===== src/verilog/dgoc_cfg.svh =====
// offsets, field positions and reset values of the global operation control block
`ifndef DGOC_CFG_SVH
`define DGOC_CFG_SVH
`define DGOC_OFS_GLOBAL    4'h0
`define DGOC_OFS_CHAN      4'h1
`define DGOC_OFS_IRQ_STAT  4'h2
`define DGOC_OFS_IRQ_MASK  4'h3
`define DGOC_BIT_MASTER    0
`define DGOC_BIT_NMI       1
`define DGOC_BIT_AERR      2
`define DGOC_BIT_PRI_LO    8
`define DGOC_BIT_PRI_HI    9
`define DGOC_BIT_END_BASE  4
`define DGOC_IRQ_AERR      0
`define DGOC_IRQ_NMI       1
`define DGOC_IRQ_END_BASE  2
`define DGOC_RST_GLOBAL    16'h0000
`define DGOC_RST_MASK      6'h00
`define DGOC_RST_RR_LAST   2'h3
`endif


===== src/verilog/dgoc_pkg.sv =====
// types shared by the global operation control block
package dgoc_pkg;
  typedef struct packed {
    logic [3:0]  addr;
    logic [15:0] wdata;
    logic        wr;
    logic        rd;
  } dgoc_bus_req_type;

  typedef enum logic [1:0] {
    PRI_0123  = 2'h0,
    PRI_0231  = 2'h1,
    PRI_2013  = 2'h2,
    PRI_ROUND = 2'h3
  } dgoc_pri_type;

  typedef enum logic [1:0] {
    ARB_IDLE = 2'h1,
    ARB_BUSY = 2'h2
  } dgoc_arb_state_type;
endpackage


===== src/verilog/dgoc_global_ctrl.sv =====
// global operation control for a four-channel dma controller
//
// Our own choices: the register offsets and the plain strobed port.
`timescale 1ns/1ps
`include "dgoc_cfg.svh"
// What this block does
// [RULE_01] The global operation register is 16 bits, read and written by software, and resets to all zeros.
// [RULE_02] Reserved bits 15:10 and 7:3 always read as zero and software writes zeros there.
// [RULE_03] Priority codes 00, 01 and 10 grant simultaneous requests in the orders 0123, 0231 and 2013.
// [RULE_04] Priority code 11 selects round-robin arbitration among the four channels.
// [RULE_05] In round robin the channel that just finished a unit becomes lowest and the next one highest.
// [RULE_06] The address error flag is set by hardware when the controller causes an address error.
// [RULE_07] While the address error flag is set every channel is suspended and none is transfer-enabled.
// [RULE_08] Writing one to the address error flag does nothing; a zero clears it only after it was read as one.
// [RULE_09] The nmi flag is set on every nmi input, whether transferring or suspended.
// [RULE_10] While the nmi flag is set transfers on every channel are suspended and prohibited.
// [RULE_11] Writing one to the nmi flag does nothing; a zero clears it only after a read returned one.
// [RULE_12] A channel is transfer-enabled only when the master enable and its own enable are both one.
// [RULE_13] Clearing the master enable during a transfer suspends every channel.
// [RULE_14] With the master enable at zero every channel is disabled whatever its own settings.
// [RULE_15] Even with the master enable set a channel with its end flag set, enable clear or an error flag set stays off.
// [RULE_16] A channel's end flag is set when its transfer count completes and blocks the channel until cleared.
// [RULE_17] Each channel has its own enable, and clearing it during a transfer suspends that channel.
module dgoc_global_ctrl #(
  parameter int N_IRQ = 6
) (
  // clock and reset
  input  wire logic                   i_ref_clk,
  input  wire logic                   i_reset,
  // register port
  input  dgoc_pkg::dgoc_bus_req_type  i_bus,
  output logic      [15:0]            o_rd_data,
  // transfer engine side
  input  wire logic [3:0]             i_chan_req,
  input  wire logic                   i_unit_done,
  input  wire logic [3:0]             i_count_done,
  input  wire logic                   i_addr_err,
  input  wire logic                   i_nmi,
  // channel control
  output logic      [3:0]             o_chan_enabled,
  output logic      [3:0]             o_grant,
  output logic                        o_suspended,
  // interrupt
  output logic                        o_irq
);
  import dgoc_pkg::*;

  logic              master_enable;
  dgoc_pri_type      priority_sel;
  logic              address_error_flag;
  logic              nmi_seen_flag;
  logic              aerr_armed;
  logic              nmi_armed;
  logic [3:0]        channel_enable;
  logic [3:0]        transfer_end_flag;
  logic [N_IRQ-1:0]  irq_status;
  logic [N_IRQ-1:0]  irq_mask;
  logic [N_IRQ-1:0]  irq_events;
  logic [3:0]        eligible;
  logic              busy;
  logic              wr_global;
  logic              rd_global;
  logic              wr_chan;
  logic              rd_chan;
  logic              wr_stat;
  logic              wr_mask;
  logic [15:0]       global_operation_reg;
  logic [15:0]       channel_control_reg;
  logic [15:0]       next_rd_data;
  localparam logic [15:0] RST_GLOBAL = `DGOC_RST_GLOBAL;

  function automatic logic hit(input logic strobe, input logic [3:0] addr, input logic [3:0] ofs);
    hit = strobe && (addr == ofs);
  endfunction

  assign wr_global = hit(i_bus.wr, i_bus.addr, `DGOC_OFS_GLOBAL);
  assign rd_global = hit(i_bus.rd, i_bus.addr, `DGOC_OFS_GLOBAL);
  assign wr_chan   = hit(i_bus.wr, i_bus.addr, `DGOC_OFS_CHAN);
  assign rd_chan   = hit(i_bus.rd, i_bus.addr, `DGOC_OFS_CHAN);
  assign wr_stat   = hit(i_bus.wr, i_bus.addr, `DGOC_OFS_IRQ_STAT);
  assign wr_mask   = hit(i_bus.wr, i_bus.addr, `DGOC_OFS_IRQ_MASK);

  // reserved positions are tied to zero here, so writes there are simply dropped
  always_comb begin
    global_operation_reg = 16'h0000; // RULE_02
    global_operation_reg[`DGOC_BIT_PRI_HI:`DGOC_BIT_PRI_LO] = priority_sel;
    global_operation_reg[`DGOC_BIT_AERR]   = address_error_flag;
    global_operation_reg[`DGOC_BIT_NMI]    = nmi_seen_flag;
    global_operation_reg[`DGOC_BIT_MASTER] = master_enable;
  end

  always_comb begin
    channel_control_reg = 16'h0000;
    channel_control_reg[3:0] = channel_enable;
    channel_control_reg[`DGOC_BIT_END_BASE +: 4] = transfer_end_flag;
  end

  // writable control fields
  always_ff @(posedge i_ref_clk or posedge i_reset) begin
    if (i_reset) begin
      master_enable <= RST_GLOBAL[`DGOC_BIT_MASTER]; // RULE_01
      priority_sel  <= dgoc_pri_type'(RST_GLOBAL[`DGOC_BIT_PRI_HI:`DGOC_BIT_PRI_LO]);
    end else if (wr_global) begin
      master_enable <= i_bus.wdata[`DGOC_BIT_MASTER]; // RULE_01
      priority_sel  <= dgoc_pri_type'(i_bus.wdata[`DGOC_BIT_PRI_HI:`DGOC_BIT_PRI_LO]);
    end
  end

  // address error flag: a new error wins over a clearing write
  always_ff @(posedge i_ref_clk or posedge i_reset) begin
    if (i_reset) begin
      address_error_flag <= 1'b0;
    end else if (i_addr_err) begin
      address_error_flag <= 1'b1; // RULE_06
    end else if (wr_global && aerr_armed && !i_bus.wdata[`DGOC_BIT_AERR]) begin
      address_error_flag <= 1'b0; // RULE_08
    end
  end

  // nmi flag is set whether or not a transfer is running
  always_ff @(posedge i_ref_clk or posedge i_reset) begin
    if (i_reset) begin
      nmi_seen_flag <= 1'b0;
    end else if (i_nmi) begin
      nmi_seen_flag <= 1'b1; // RULE_09
    end else if (wr_global && nmi_armed && !i_bus.wdata[`DGOC_BIT_NMI]) begin
      nmi_seen_flag <= 1'b0; // RULE_11
    end
  end

  // a read that saw a one arms the clear; any write to the global register consumes the arming
  always_ff @(posedge i_ref_clk or posedge i_reset) begin
    if (i_reset) begin
      aerr_armed <= 1'b0;
      nmi_armed  <= 1'b0;
    end else if (wr_global) begin
      aerr_armed <= 1'b0; // RULE_08
      nmi_armed  <= 1'b0; // RULE_11
    end else if (rd_global) begin
      aerr_armed <= aerr_armed | address_error_flag;
      nmi_armed  <= nmi_armed | nmi_seen_flag;
    end
  end

  dgoc_chan_flags #(
    .N (4)
  ) u_chan_flags (
    .i_ref_clk    (i_ref_clk),
    .i_reset      (i_reset),
    .i_wr_hit     (wr_chan),
    .i_rd_hit     (rd_chan),
    .i_wdata      (i_bus.wdata),
    .i_count_done (i_count_done),
    .o_enable     (channel_enable),
    .o_end_flag   (transfer_end_flag)
  );

  // combinational gating so a suspend takes hold in the same cycle
  assign o_suspended    = !master_enable || address_error_flag || nmi_seen_flag; // RULE_13
  assign o_chan_enabled = {4{master_enable}} & channel_enable // RULE_12
                        & {4{!address_error_flag && !nmi_seen_flag}} // RULE_07 RULE_10
                        & ~transfer_end_flag; // RULE_15
  assign eligible       = o_chan_enabled & i_chan_req; // RULE_14

  dgoc_arbiter u_arbiter (
    .i_ref_clk   (i_ref_clk),
    .i_reset     (i_reset),
    .i_mode      (priority_sel),
    .i_eligible  (eligible),
    .i_unit_done (i_unit_done),
    .o_grant     (o_grant),
    .o_busy      (busy)
  );

  // interrupt status: events set, write one clears, set wins
  assign irq_events = {i_count_done, i_nmi, i_addr_err};

  always_ff @(posedge i_ref_clk or posedge i_reset) begin
    if (i_reset) begin
      irq_status <= `DGOC_RST_MASK;
    end else if (wr_stat) begin
      irq_status <= (irq_status & ~i_bus.wdata[N_IRQ-1:0]) | irq_events;
    end else begin
      irq_status <= irq_status | irq_events;
    end
  end

  always_ff @(posedge i_ref_clk or posedge i_reset) begin
    if (i_reset) begin
      irq_mask <= `DGOC_RST_MASK;
    end else if (wr_mask) begin
      irq_mask <= i_bus.wdata[N_IRQ-1:0];
    end
  end

  assign o_irq = |(irq_status & irq_mask);

  // read data is valid only in the cycle after the read strobe
  always_comb begin
    next_rd_data = 16'h0000;
    if (i_bus.rd) begin
      unique case (i_bus.addr)
        `DGOC_OFS_GLOBAL:   next_rd_data = global_operation_reg;
        `DGOC_OFS_CHAN:     next_rd_data = channel_control_reg;
        `DGOC_OFS_IRQ_STAT: next_rd_data = 16'(irq_status);
        `DGOC_OFS_IRQ_MASK: next_rd_data = 16'(irq_mask);
        default:            next_rd_data = 16'h0000;
      endcase
    end
  end

  always_ff @(posedge i_ref_clk or posedge i_reset) begin
    if (i_reset) begin
      o_rd_data <= 16'h0000;
    end else begin
      o_rd_data <= next_rd_data;
    end
  end

  property p_ctrl_write;
    @(posedge i_ref_clk) disable iff (i_reset)
    wr_global |=> (master_enable == $past(i_bus.wdata[0])) && (priority_sel == $past(i_bus.wdata[9:8]));
  endproperty
  a_ctrl_write: assert property (p_ctrl_write) else $error("control write not stored"); // RULE_01

  property p_reserved;
    @(posedge i_ref_clk) disable iff (i_reset)
    rd_global |=> (o_rd_data[15:10] == 6'h00) && (o_rd_data[7:3] == 5'h00);
  endproperty
  a_reserved: assert property (p_reserved) else $error("reserved bits read nonzero"); // RULE_02

  property p_aerr_set;
    @(posedge i_ref_clk) disable iff (i_reset)
    i_addr_err |=> address_error_flag ##1 (o_chan_enabled == 4'h0);
  endproperty
  a_aerr_set: assert property (p_aerr_set) else $error("address error did not stop channels"); // RULE_06

  property p_error_blocks;
    @(posedge i_ref_clk) disable iff (i_reset)
    (address_error_flag || nmi_seen_flag) |-> (o_chan_enabled == 4'h0) && (o_grant == 4'h0 || busy) ##1 (o_grant == 4'h0);
  endproperty
  a_error_blocks: assert property (p_error_blocks) else $error("channel live under error flag"); // RULE_07

  property p_aerr_one_ignored;
    @(posedge i_ref_clk) disable iff (i_reset)
    (wr_global && i_bus.wdata[2] && !address_error_flag && !i_addr_err) |=> !address_error_flag;
  endproperty
  a_aerr_one_ignored: assert property (p_aerr_one_ignored) else $error("one write set address error"); // RULE_08

  property p_aerr_clear;
    @(posedge i_ref_clk) disable iff (i_reset)
    (rd_global && address_error_flag && !i_addr_err) ##1 (!wr_global && !i_addr_err)
    ##1 (wr_global && !i_bus.wdata[2] && !i_addr_err)
    |=> !address_error_flag;
  endproperty
  a_aerr_clear: assert property (p_aerr_clear) else $error("read then zero write did not clear"); // RULE_08

  property p_nmi_set;
    @(posedge i_ref_clk) disable iff (i_reset)
    i_nmi |=> nmi_seen_flag && o_suspended;
  endproperty
  a_nmi_set: assert property (p_nmi_set) else $error("nmi flag not set"); // RULE_09

  property p_nmi_needs_read;
    @(posedge i_ref_clk) disable iff (i_reset)
    (nmi_seen_flag && !nmi_armed && wr_global) |=> nmi_seen_flag;
  endproperty
  a_nmi_needs_read: assert property (p_nmi_needs_read) else $error("nmi cleared without read"); // RULE_11

  property p_enable_and;
    @(posedge i_ref_clk) disable iff (i_reset)
    (o_chan_enabled & ~(channel_enable & {4{master_enable}})) == 4'h0;
  endproperty
  a_enable_and: assert property (p_enable_and) else $error("channel enabled without both enables"); // RULE_12

  property p_master_off;
    @(posedge i_ref_clk) disable iff (i_reset)
    (busy && wr_global && !i_bus.wdata[0]) |=> (o_chan_enabled == 4'h0) ##1 (o_grant == 4'h0);
  endproperty
  a_master_off: assert property (p_master_off) else $error("master clear did not suspend"); // RULE_13

  property p_end_blocks;
    @(posedge i_ref_clk) disable iff (i_reset)
    (o_chan_enabled & transfer_end_flag) == 4'h0;
  endproperty
  a_end_blocks: assert property (p_end_blocks) else $error("ended channel still enabled"); // RULE_15

  property p_nmi_blocks;
    @(posedge i_ref_clk) disable iff (i_reset)
    nmi_seen_flag |-> o_suspended && (o_chan_enabled == 4'h0);
  endproperty
  a_nmi_blocks: assert property (p_nmi_blocks) else $error("nmi flag left a channel enabled"); // RULE_10

  property p_master_zero;
    @(posedge i_ref_clk) disable iff (i_reset)
    !master_enable |-> o_suspended && (o_chan_enabled == 4'h0) && (eligible == 4'h0);
  endproperty
  a_master_zero: assert property (p_master_zero) else $error("channel live with master enable clear"); // RULE_14

  property p_aerr_sticky;
    @(posedge i_ref_clk) disable iff (i_reset)
    (address_error_flag && !wr_global) |=> address_error_flag;
  endproperty
  a_aerr_sticky: assert property (p_aerr_sticky) else $error("address error flag dropped"); // RULE_08

  property p_nmi_one_ignored;
    @(posedge i_ref_clk) disable iff (i_reset)
    (wr_global && i_bus.wdata[1] && !nmi_seen_flag && !i_nmi) |=> !nmi_seen_flag;
  endproperty
  a_nmi_one_ignored: assert property (p_nmi_one_ignored) else $error("one write set nmi flag"); // RULE_11

  property p_nmi_clear;
    @(posedge i_ref_clk) disable iff (i_reset)
    (rd_global && nmi_seen_flag && !i_nmi) ##1 (!wr_global && !i_nmi)
    ##1 (wr_global && !i_bus.wdata[1] && !i_nmi) |=> !nmi_seen_flag;
  endproperty
  a_nmi_clear: assert property (p_nmi_clear) else $error("read then zero write left nmi flag"); // RULE_11

  property p_rd_idle;
    @(posedge i_ref_clk) disable iff (i_reset)
    !i_bus.rd |=> (o_rd_data == 16'h0000);
  endproperty
  a_rd_idle: assert property (p_rd_idle) else $error("read data held past its cycle"); // RULE_01

  property p_irq_event;
    @(posedge i_ref_clk) disable iff (i_reset)
    (|irq_events) |=> ((irq_status & $past(irq_events)) == $past(irq_events));
  endproperty
  a_irq_event: assert property (p_irq_event) else $error("event lost from interrupt status"); // RULE_09

  property p_grant_enabled;
    @(posedge i_ref_clk) disable iff (i_reset)
    (o_grant != 4'h0) |-> ((o_grant & $past(o_chan_enabled)) == o_grant);
  endproperty
  a_grant_enabled: assert property (p_grant_enabled) else $error("grant to a disabled channel"); // RULE_12

  property p_chan_clear;
    @(posedge i_ref_clk) disable iff (i_reset)
    wr_chan |=> ((o_chan_enabled & ~$past(i_bus.wdata[3:0])) == 4'h0);
  endproperty
  a_chan_clear: assert property (p_chan_clear) else $error("cleared channel still enabled"); // RULE_17

  c_grant_fixed: cover property (@(posedge i_ref_clk) disable iff (i_reset)
    priority_sel == PRI_0123 && busy && i_unit_done);
  c_nmi_clear: cover property (@(posedge i_ref_clk) disable iff (i_reset)
    nmi_seen_flag ##1 !nmi_seen_flag);
  c_irq: cover property (@(posedge i_ref_clk) disable iff (i_reset) $rose(o_irq));
endmodule // dgoc_global_ctrl


===== src/verilog/dgoc_chan_flags.sv =====
// per-channel enable bits and transfer-end flags
`timescale 1ns/1ps
`include "dgoc_cfg.svh"
module dgoc_chan_flags #(
  parameter int N = 4
) (
  // clock and reset
  input  wire logic         i_ref_clk,
  input  wire logic         i_reset,
  // register access
  input  wire logic         i_wr_hit,
  input  wire logic         i_rd_hit,
  input  wire logic [15:0]  i_wdata,
  // engine events
  input  wire logic [N-1:0] i_count_done,
  // state
  output logic      [N-1:0] o_enable,
  output logic      [N-1:0] o_end_flag
);
  import dgoc_pkg::*;

  logic [N-1:0] armed;

  for (genvar i = 0; i < N; i++) begin : g_chan
    always_ff @(posedge i_ref_clk or posedge i_reset) begin
      if (i_reset) begin
        o_enable[i] <= 1'b0;
      end else if (i_wr_hit) begin
        o_enable[i] <= i_wdata[i]; // RULE_17
      end
    end

    // only a zero written after a read of one clears; a new end wins
    always_ff @(posedge i_ref_clk or posedge i_reset) begin
      if (i_reset) begin
        o_end_flag[i] <= 1'b0;
      end else if (i_count_done[i]) begin
        o_end_flag[i] <= 1'b1; // RULE_16
      end else if (i_wr_hit && armed[i] && !i_wdata[`DGOC_BIT_END_BASE + i]) begin
        o_end_flag[i] <= 1'b0;
      end
    end

    always_ff @(posedge i_ref_clk or posedge i_reset) begin
      if (i_reset) begin
        armed[i] <= 1'b0;
      end else if (i_wr_hit) begin
        armed[i] <= 1'b0;
      end else if (i_rd_hit && o_end_flag[i]) begin
        armed[i] <= 1'b1;
      end
    end
  end

  property p_end_set;
    @(posedge i_ref_clk) disable iff (i_reset)
    (|i_count_done) |=> ((o_end_flag & $past(i_count_done)) == $past(i_count_done));
  endproperty
  a_end_set: assert property (p_end_set) else $error("end flag not set"); // RULE_16

  property p_en_write;
    @(posedge i_ref_clk) disable iff (i_reset)
    i_wr_hit |=> (o_enable == $past(i_wdata[N-1:0]));
  endproperty
  a_en_write: assert property (p_en_write) else $error("channel enable not stored"); // RULE_17
endmodule // dgoc_chan_flags


===== src/verilog/dgoc_arbiter.sv =====
// channel arbiter: three fixed orders and round robin
`timescale 1ns/1ps
`include "dgoc_cfg.svh"
module dgoc_arbiter (
  // clock and reset
  input  wire logic                  i_ref_clk,
  input  wire logic                  i_reset,
  // control
  input  dgoc_pkg::dgoc_pri_type     i_mode,
  input  wire logic [3:0]            i_eligible,
  input  wire logic                  i_unit_done,
  // grant
  output logic      [3:0]            o_grant,
  output logic                       o_busy
);
  import dgoc_pkg::*;

  dgoc_arb_state_type state;
  logic [1:0]         rr_last;

  // order packed highest first in the top two bits
  function automatic logic [7:0] order_of(input dgoc_pri_type m, input logic [1:0] last);
    unique case (m)
      PRI_0123:  order_of = {2'h0, 2'h1, 2'h2, 2'h3}; // RULE_03
      PRI_0231:  order_of = {2'h0, 2'h2, 2'h3, 2'h1}; // RULE_03
      PRI_2013:  order_of = {2'h2, 2'h0, 2'h1, 2'h3}; // RULE_03
      PRI_ROUND: order_of = {2'(last + 2'h1), 2'(last + 2'h2), 2'(last + 2'h3), last}; // RULE_04
    endcase
  endfunction

  function automatic logic [3:0] pick(input logic [3:0] req, input logic [7:0] ord);
    logic [1:0] ch;
    pick = 4'h0;
    for (int k = 3; k >= 0; k--) begin
      ch = ord[2*k +: 2];
      if (pick == 4'h0 && req[ch]) begin
        pick = 4'(4'h1 << ch);
      end
    end
  endfunction

  function automatic logic [1:0] index_of(input logic [3:0] g);
    index_of = g[3] ? 2'h3 : g[2] ? 2'h2 : g[1] ? 2'h1 : 2'h0;
  endfunction

  assign o_busy = (state == ARB_BUSY);

  // a grant is dropped on the clock edge after its channel loses eligibility
  always_ff @(posedge i_ref_clk or posedge i_reset) begin
    if (i_reset) begin
      state   <= ARB_IDLE;
      o_grant <= 4'h0;
    end else begin
      unique case (state)
        ARB_IDLE: begin
          if (|i_eligible) begin
            state   <= ARB_BUSY;
            o_grant <= pick(i_eligible, order_of(i_mode, rr_last));
          end
        end
        ARB_BUSY: begin
          if (i_unit_done || ((o_grant & i_eligible) == 4'h0)) begin
            state   <= ARB_IDLE;
            o_grant <= 4'h0;
          end
        end
      endcase
    end
  end

  always_ff @(posedge i_ref_clk or posedge i_reset) begin
    if (i_reset) begin
      rr_last <= `DGOC_RST_RR_LAST;
    end else if (o_busy && i_unit_done && i_mode == PRI_ROUND) begin
      rr_last <= index_of(o_grant); // RULE_05
    end
  end

  property p_onehot;
    @(posedge i_ref_clk) disable iff (i_reset)
    $onehot0(o_grant) && (o_busy == (o_grant != 4'h0));
  endproperty
  a_onehot: assert property (p_onehot) else $error("grant not one-hot"); // RULE_03

  property p_fixed_0231;
    @(posedge i_ref_clk) disable iff (i_reset)
    (!o_busy && i_mode == PRI_0231 && !i_eligible[0] && i_eligible[2]) |=> (o_grant == 4'h4);
  endproperty
  a_fixed_0231: assert property (p_fixed_0231) else $error("order 0,2,3,1 broken"); // RULE_03

  property p_fixed_2013;
    @(posedge i_ref_clk) disable iff (i_reset)
    (!o_busy && i_mode == PRI_2013 && i_eligible[2]) |=> (o_grant == 4'h4);
  endproperty
  a_fixed_2013: assert property (p_fixed_2013) else $error("order 2,0,1,3 broken"); // RULE_03

  property p_round;
    @(posedge i_ref_clk) disable iff (i_reset)
    (o_busy && i_unit_done && i_mode == PRI_ROUND && o_grant[0]) ##1
    (!o_busy && i_mode == PRI_ROUND && i_eligible[0] && i_eligible[1]) |=> (o_grant == 4'h2);
  endproperty
  a_round: assert property (p_round) else $error("round robin did not rotate"); // RULE_05

  c_round: cover property (@(posedge i_ref_clk) disable iff (i_reset)
    o_busy && i_unit_done && i_mode == PRI_ROUND ##2 o_busy);
endmodule // dgoc_arbiter


===== config.mk =====
export PLATFORM = sky130hd
export DESIGN_NAME = dgoc_global_ctrl
export DESIGN_NICKNAME = d
export VERILOG_FILES = /design/src/verilog/dgoc_pkg.sv /design/src/verilog/dgoc_global_ctrl.sv /design/src/verilog/dgoc_chan_flags.sv /design/src/verilog/dgoc_arbiter.sv
export VERILOG_INCLUDE_DIRS = /design/src /design/src/verilog
export SDC_FILE = /design/constraint.sdc
export NUM_CORES = 1
export LEC_CHECK = 0
export BUFFER_PORTS_ARGS = -buffer_cell sky130_fd_sc_hd__buf_2
export CAP_MARGIN = 20
export CORE_MARGIN = 8
export CORE_UTILIZATION = 54
export DETAILED_ROUTE_END_ITERATION = 7
export GPL_TIMING_DRIVEN = 0
export HOLD_SLACK_MARGIN = 0.05
export PLACE_DENSITY = 0.8
export SYNTH_ARGS = -nofsm -noshare
export SYNTH_HDL_FRONTEND = slang
export SYNTH_SLANG_ARGS = --single-unit

===== constraint.sdc =====
create_clock -name i_ref_clk -period 3.15 [get_ports i_ref_clk]
set_input_delay 0.315 -clock i_ref_clk [delete_from_list [all_inputs] [get_ports i_ref_clk]]
set_output_delay 0.315 -clock i_ref_clk [all_outputs]
set_load 0.02 [all_outputs]

After elaboration in Yosys (flattened, before gate mapping)

Index checks and enable logic that the tools add are counted.

Register bits: 55
Latch bits: 0
Bits in writable memories: 0
Bits in read-only memories: 0
Input bits: 35
Output and inout bits: 26
Word-level logic and storage cells: 175
Memories kept: 0

$add $sub $neg: 3
Multipliers: 0
Div/mod/pow operators: 0
$lt $le $gt $ge: 4
Equality and inequality tests: 10
Shift operators: 4
Mux-type cells: 57
Bitwise operators: 13
Reductions and logical operators: 60

Operator list:

| operator                                                                      | count |
|---|---|
| 4-bit 2-to-1 mux                                                              | 12 |
| 10-bit one-hot mux with 4 select lines                                        | 1 |
| 8-bit one-hot mux with 4 select lines                                         | 1 |
| 1-bit 2-to-1 mux                                                              | 29 |
| 1-bit logical AND                                                             | 28 |
| 2-bit nonzero test                                                            | 11 |
| 4-bit bitwise AND                                                             | 5 |
| 4-bit logical NOT                                                             | 5 |
| 8-bit 2-to-1 mux                                                              | 2 |
| 1-bit by 2-bit << shifter with 4-bit output (first input constant)            | 4 |
| 6-bit bitwise AND                                                             | 2 |
| 2-bit by 3-bit less-than comparator with 1-bit output (second input constant) | 4 |
| 6-bit bitwise OR                                                              | 2 |
| 10-bit 2-to-1 mux                                                             | 1 |
| 1-bit logical NOT                                                             | 9 |
| 1-bit binary-select mux with 2-bit select                                     | 4 |
| 4-bit by 2-bit equality test with 1-bit output (second input constant)        | 2 |
| 2-bit 2-to-1 mux                                                              | 4 |
| 4-bit one-hot mux with 2 select lines                                         | 1 |
| 2-bit equality test (second input constant)                                   | 3 |
| 6-bit 2-to-1 mux                                                              | 1 |
| 6-bit NOT                                                                     | 1 |
| 6-bit OR reduction                                                            | 1 |
| 2-bit adder (second input constant)                                           | 2 |
| other kinds (12)                                                              | 16 |

Depth between registers and ports, before layout

Depth after elaboration: 28
Mapped depth: 9
Gate-level depth less buffers: 8

Modules after synthesis

From an unflattened synthesis, not the netlist that was laid out.

Cells, all modules: 305
Area, all modules: 2,969.1 um^2

Modules (own cells, without submodules):

| module           | times used | cells an instance | area an instance (um^2) | sequential area each (um^2) |
|---|---|---|---|---|
| dgoc_global_ctrl | 1          | 125               | 1,457.6                 | 725.7 |
| dgoc_arbiter     | 1          | 142               | 1,053.5                 | 203.9 |
| dgoc_chan_flags  | 1          | 38                | 457.9                   | 300.3 |

Worst setup path before layout

Ideal clock, no wire load.

Path kind: flip-flop to flip-flop
Start: register nmi_seen_flag
End: register u_arbiter.o_grant[1]
Library setup time: 0.132 ns
Arrival: 2.191 ns
Required time: 3.018 ns
Path slack: 0.827 ns
Cell stages (with the launch flop): 10
Buffers on the path: 1
Period minus slack after synthesis: 2.323 ns
Cell sequence: dfrtp_1 nor3b_4 inv_2 buf_6 or2_4 a32oi_2 o211ai_2 or3_1 o2111ai_1 a31oi_1

Longest elaborated chain between the ends: 25

RTL lines:

| element                                   | RTL line                | source |
|---|---|---|
| start: declaration                        | dgoc_global_ctrl.sv:51  | `logic nmi_seen_flag;` |
| start signal: assignment                  | dgoc_global_ctrl.sv:123 | `nmi_seen_flag <= 1'b0;` |
| start signal: assignment                  | dgoc_global_ctrl.sv:125 | `nmi_seen_flag <= 1'b1;` |
| start signal: assignment                  | dgoc_global_ctrl.sv:127 | `nmi_seen_flag <= 1'b0;` |
| 1-bit logical NOT (*)                     | dgoc_global_ctrl.sv:161 | `& {4{!address_error_flag && !nmi_seen_flag}}` |
| 1-bit logical AND (*)                     | dgoc_global_ctrl.sv:161 |  |
| 4-bit bitwise AND (*)                     | dgoc_global_ctrl.sv:161 |  |
| 4-bit bitwise AND (*)                     | dgoc_global_ctrl.sv:162 | `& ~transfer_end_flag;` |
| 4-bit bitwise AND (*)                     | dgoc_global_ctrl.sv:163 | `assign eligible = o_chan_enabled & i_chan_req;` |
| 1-bit binary-select mux with 2-bit select | dgoc_arbiter.sv:36      | `if (pick == 4'h0 && req[ch]) begin` |
| 1-bit 2-to-1 mux (not written as such)    | dgoc_arbiter.sv:36      |  |
| 4-bit 2-to-1 mux                          | dgoc_arbiter.sv:36      |  |
| [... 9 more ...]                          | n/a                     |  |
| 4-bit 2-to-1 mux                          | dgoc_arbiter.sv:36      |  |
| 4-bit 2-to-1 mux                          | dgoc_arbiter.sv:56      | `if (\|i_eligible) begin` |
| 4-bit 2-to-1 mux                          | dgoc_arbiter.sv:54      | `unique case (state)` |
| 4-bit logical NOT                         | dgoc_arbiter.sv:36      |  |
| 1-bit logical AND                         | dgoc_arbiter.sv:36      |  |
| 4-bit 2-to-1 mux                          | dgoc_arbiter.sv:36      |  |
| 4-bit 2-to-1 mux                          | dgoc_arbiter.sv:56      |  |
| 4-bit one-hot mux with 2 select lines     | dgoc_arbiter.sv:54      |  |
| end signal: assignment                    | dgoc_arbiter.sv:58      | `o_grant <= pick(i_eligible, order_of(i_mode, rr_last));` |
| end: declaration                          | dgoc_arbiter.sv:13      | `output logic [3:0] o_grant,` |

Mark *: on every way between the ends. The rest lies on a longest branch, timed or not. The select of a mux whose other input is x is not followed.
A chain may end at the register's enable or synchronous reset.

Worst setup path in the final report

Same ends and word-level chain as after synthesis.

==> flow_summary_export.csv <==
group,metric,value,unit
clock_network,post_cts_resized,0,
run_status,outcome,"completed",
layout,diodes,0,
logic_synthesis,synth_cells,273,
clock_network,path_clk_slew,0.09,ns
floorplanning,coreArea,4790,um^2
timing,finalSetupViolCount,0,
clock_network,cts_tree,"done",
pwr,p_leak,0.00139,uW
logic_synthesis,synth_compound_area_frac,0.179,
place,port_buffers,47,
place,routabilityCongestion,0.937,
layout,nets,369,
timing,slew_viol_final,0,
drt,via_per_inst,5.91,
layout,fin_cells,402,
layout,layout_commonest_cell,"buf_2",
logic_synthesis,synth_area,2700,um^2
timing,fmax,0.382,GHz
drt,wl,6990,um
timing,holdWs,0.205,ns
logic_synthesis,muxShareOfSynthArea,0.0960,
logic_synthesis,ys_warn_count,0,
worst_setup_path,cp_slowest_cell,"dfrtp_1",
drt,drt_iter0_drc,255,
global_routing,grt_pass1_vias,2412,
drt,ant_nets,0,
clock_network,numClockSinks,49,
worst_setup_path,critical-path-max-stage-delay,0.46,ns
worst_setup_path,cp-start-kind,"flip-flop",
place,dp.final_hpwl,5460,um
logic_synthesis,seq_area_frac_synth,0.456,
logic_synthesis,ys_ff_latch,49,
timing,setup_tns,0,ns
timing,final.min_clock_period,2.62,ns
min_path,min_path_type,"input pin to flip-flop",
clock_network,h-tree-depth,2,
clock_network,cts-buffers-inserted,5,
timing,relSlewSlack,0.377,
worst_setup_path,cp_cell_sequence,"nor3b_4, inv_2, buf_6, or2_4, a32oi_2, o211ai_2, or3_1, o2111ai_1, a31oi_1",
global_routing,grt_max_degree,38,
floorplanning,dieArea,7510,um^2
clock_network,cts_max_path_buffers,2,
clock_network,clock_latency,0.31,ns
floorplanning,start_util,0.564,
flow_run,maxCapViolations,0,
worst_setup_path,cp.arrival,2.81,ns
logic_synthesis,avgSynthCellArea,9.88,um^2
logic_synthesis,async_flop_share,1.00,
logic_synthesis,synth_cell_types,53,
clock_network,cts_setup_buffers,0,
logic_synthesis,synth_ff_type,"dfrtp_1",
global_routing,grt_pass1_wl,11600,um
logic_synthesis,synth_xor_area_frac,0,
worst_setup_path,rrSetupSlack,0.53,ns
global_routing,antenna_found_initial,0,
logic_synthesis,yosys.area_share.adder,0,
timing,finClkSkew,0.00909,ns
timing,tightestPinTransition,0.927,ns
timing,hold_viol,0,
pwr,irDropWorstVdd,0.366,mV
timing,rsz0062_at_grt,"no",
logic_synthesis,yosys.area_share.simple,0.224,
worst_setup_path,crit_type,"flip-flop to flip-flop",
place,dp_cells,393,
floorplanning,row_count,25,
global_routing,overflow,0,
clock_network,clk_root_buffer_cell,"clkbuf_8",
worst_setup_path,worst_setup_path_end_kind,"flip-flop",
drt,drtPass1Iterations,5,
logic_synthesis,synth_edf_count,0,
floorplanning,ios,61,
timing,finalCritPeriodShare,0.831,
floorplanning,die_w,86.7,um
worst_setup_path,cp_max_fo,10,
layout,drive_above_1_share,0.272,
layout,layout_common_cells,"buf_2, dfrtp_1, nand2_1",
floorplanning,die_h,86.7,um
pwr,p_per_area,586,nW/um^2
pwr,finalPower,1850,uW
worst_setup_path,cp.required,3.34,ns
layout,area_growth,17.2,%
drt,dr_total_vias,2377,
logic_synthesis,synth_top_family_by_area,"simple AND/OR/NAND/NOR gates",
global_routing,grt.total_usage,0.193,
layout,nFillCells,401,
drt,wl_per_cell,17.4,um
drt,drc,0,
==> area by class of cell <==
| class | instances | area [um^2] | share of cell area |
|---|---|---|---|
| flip-flops and latches | 49 | 1230 | 0.389 |
| repair buffers | 49 | 265 | 0.0839 |
| multi-input cells | 206 | 1370 | 0.433 |
| clock inverters | 2 | 13.8 | 0.00435 |
| plain buffers | 17 | 96.3 | 0.0305 |
| clock buffers | 6 | 82.6 | 0.0261 |
| inverters | 6 | 22.5 | 0.00712 |
| well taps | 67 | 83.8 | 0.0265 |
==> repair_timing <==
action                                  in CTS  in global routing
hold endpoints to repair                    12                  0
hold buffers                                 1                  0
endpoints found under the setup margin       0                  0
==> where the power goes <==
group	switching [uW]	total, uW	internal, uW
Sequential	88.6	831	742
Clock	212	391	178
Combinational	379	631	252
==> synth_stat cells, types with 3 or more instances <==
library cell / number / area [um^2]
nand2_1: 30 / 113
nor4_1: 3 / 18.8
inv_1: 5 / 18.8
nor3_1: 8 / 40.0
nor2_1: 23 / 86.3
and3_1: 5 / 31.3
nand2b_1: 3 / 18.8
a31oi_1: 3 / 18.8
mux2i_1: 3 / 30.0
clkbuf_1: 8 / 30.0
o21ai_0: 11 / 55.1
a21oi_1: 12 / 60.1
dfrtp_1: 46 / 1150
nand3b_1: 9 / 67.6
buf_4: 6 / 45.0
nor2b_1: 3 / 18.8
nand3_1: 5 / 25.0
a21o_1: 11 / 82.6
and2_1: 7 / 43.8
a22oi_1: 8 / 60.1
nor3b_1: 7 / 52.6
o2111ai_1: 3 / 26.3
mux2_2: 14 / 158
dfstp_2: 3 / 78.8
==> registers in the layout, summed over array words and instances, names as in the netlist <==
register,flops
u_arbiter.o_grant,4
master_enable,1
aerr_armed,1
address_error_flag,1
u_arbiter.state,2
u_arbiter.rr_last,2
o_rd_data,10
nmi_seen_flag,1
priority_sel,2
u_chan_flags.armed,4
irq_status,6
u_chan_flags.o_enable,4
nmi_armed,1
irq_mask,6
u_chan_flags.o_end_flag,4
==> worst max-delay path: cells and delay by family (launching register included) <==
family                 cells  cell delay, ns
AOI/OAI and AO/OA          4            0.74
DFF                        1            0.46
buffers and inverters      2            0.22
and+or+nand+nor            3            1.08
==> final timing paths <==
kind / start / end / cells after the start
max: nmi_seen_flag / u_arbiter.o_grant[1] / 9
min: i_count_done[3] / u_chan_flags.o_end_flag[3] / 2
max reg2reg: nmi_seen_flag / u_arbiter.o_grant[1] / 9
min reg2reg: u_chan_flags.armed[1] / u_chan_flags.armed[1] / 2
max in group asynchronous: i_reset / u_arbiter.state[0] / 4
min in group asynchronous: i_reset / u_arbiter.o_grant[0] / 3
==> cells by family after synthesis <==
| kind of cell | after synthesis |
|---|---|
| AOI/OAI and AO/OA | 68 |
| buffers and inverters | 23 |
| DFF | 49 |
| muxes | 20 |
| other | 1 |
| and+or+nand+nor | 112 |
==> per-layer routing <==
layer  track usage  share of wire  vias to the layer above
li1              -              -                     1118
met4        0.0673          0.016                        0
met2         0.320           0.48                      118
met5             0              0                        -
met3        0.0473          0.081                       13
met1         0.237           0.42                     1128
==> per-stage QoR <==
| stage | util | setup WS, ns | cell area (um^2) |
|---|---|---|---|
| finish | 0.661 | 0.533 | 3160 |
| floorplan | - | 0.827 | 2720 |
| detailed placement | 0.638 | 0.562 | 3060 |
| global placement | 0.634 | 0.544 | 3040 |
| global route | 0.661 | 0.391 | 3160 |
| CTS | 0.661 | 0.559 | 3160 |
Power figures use the tool's default switching activity.
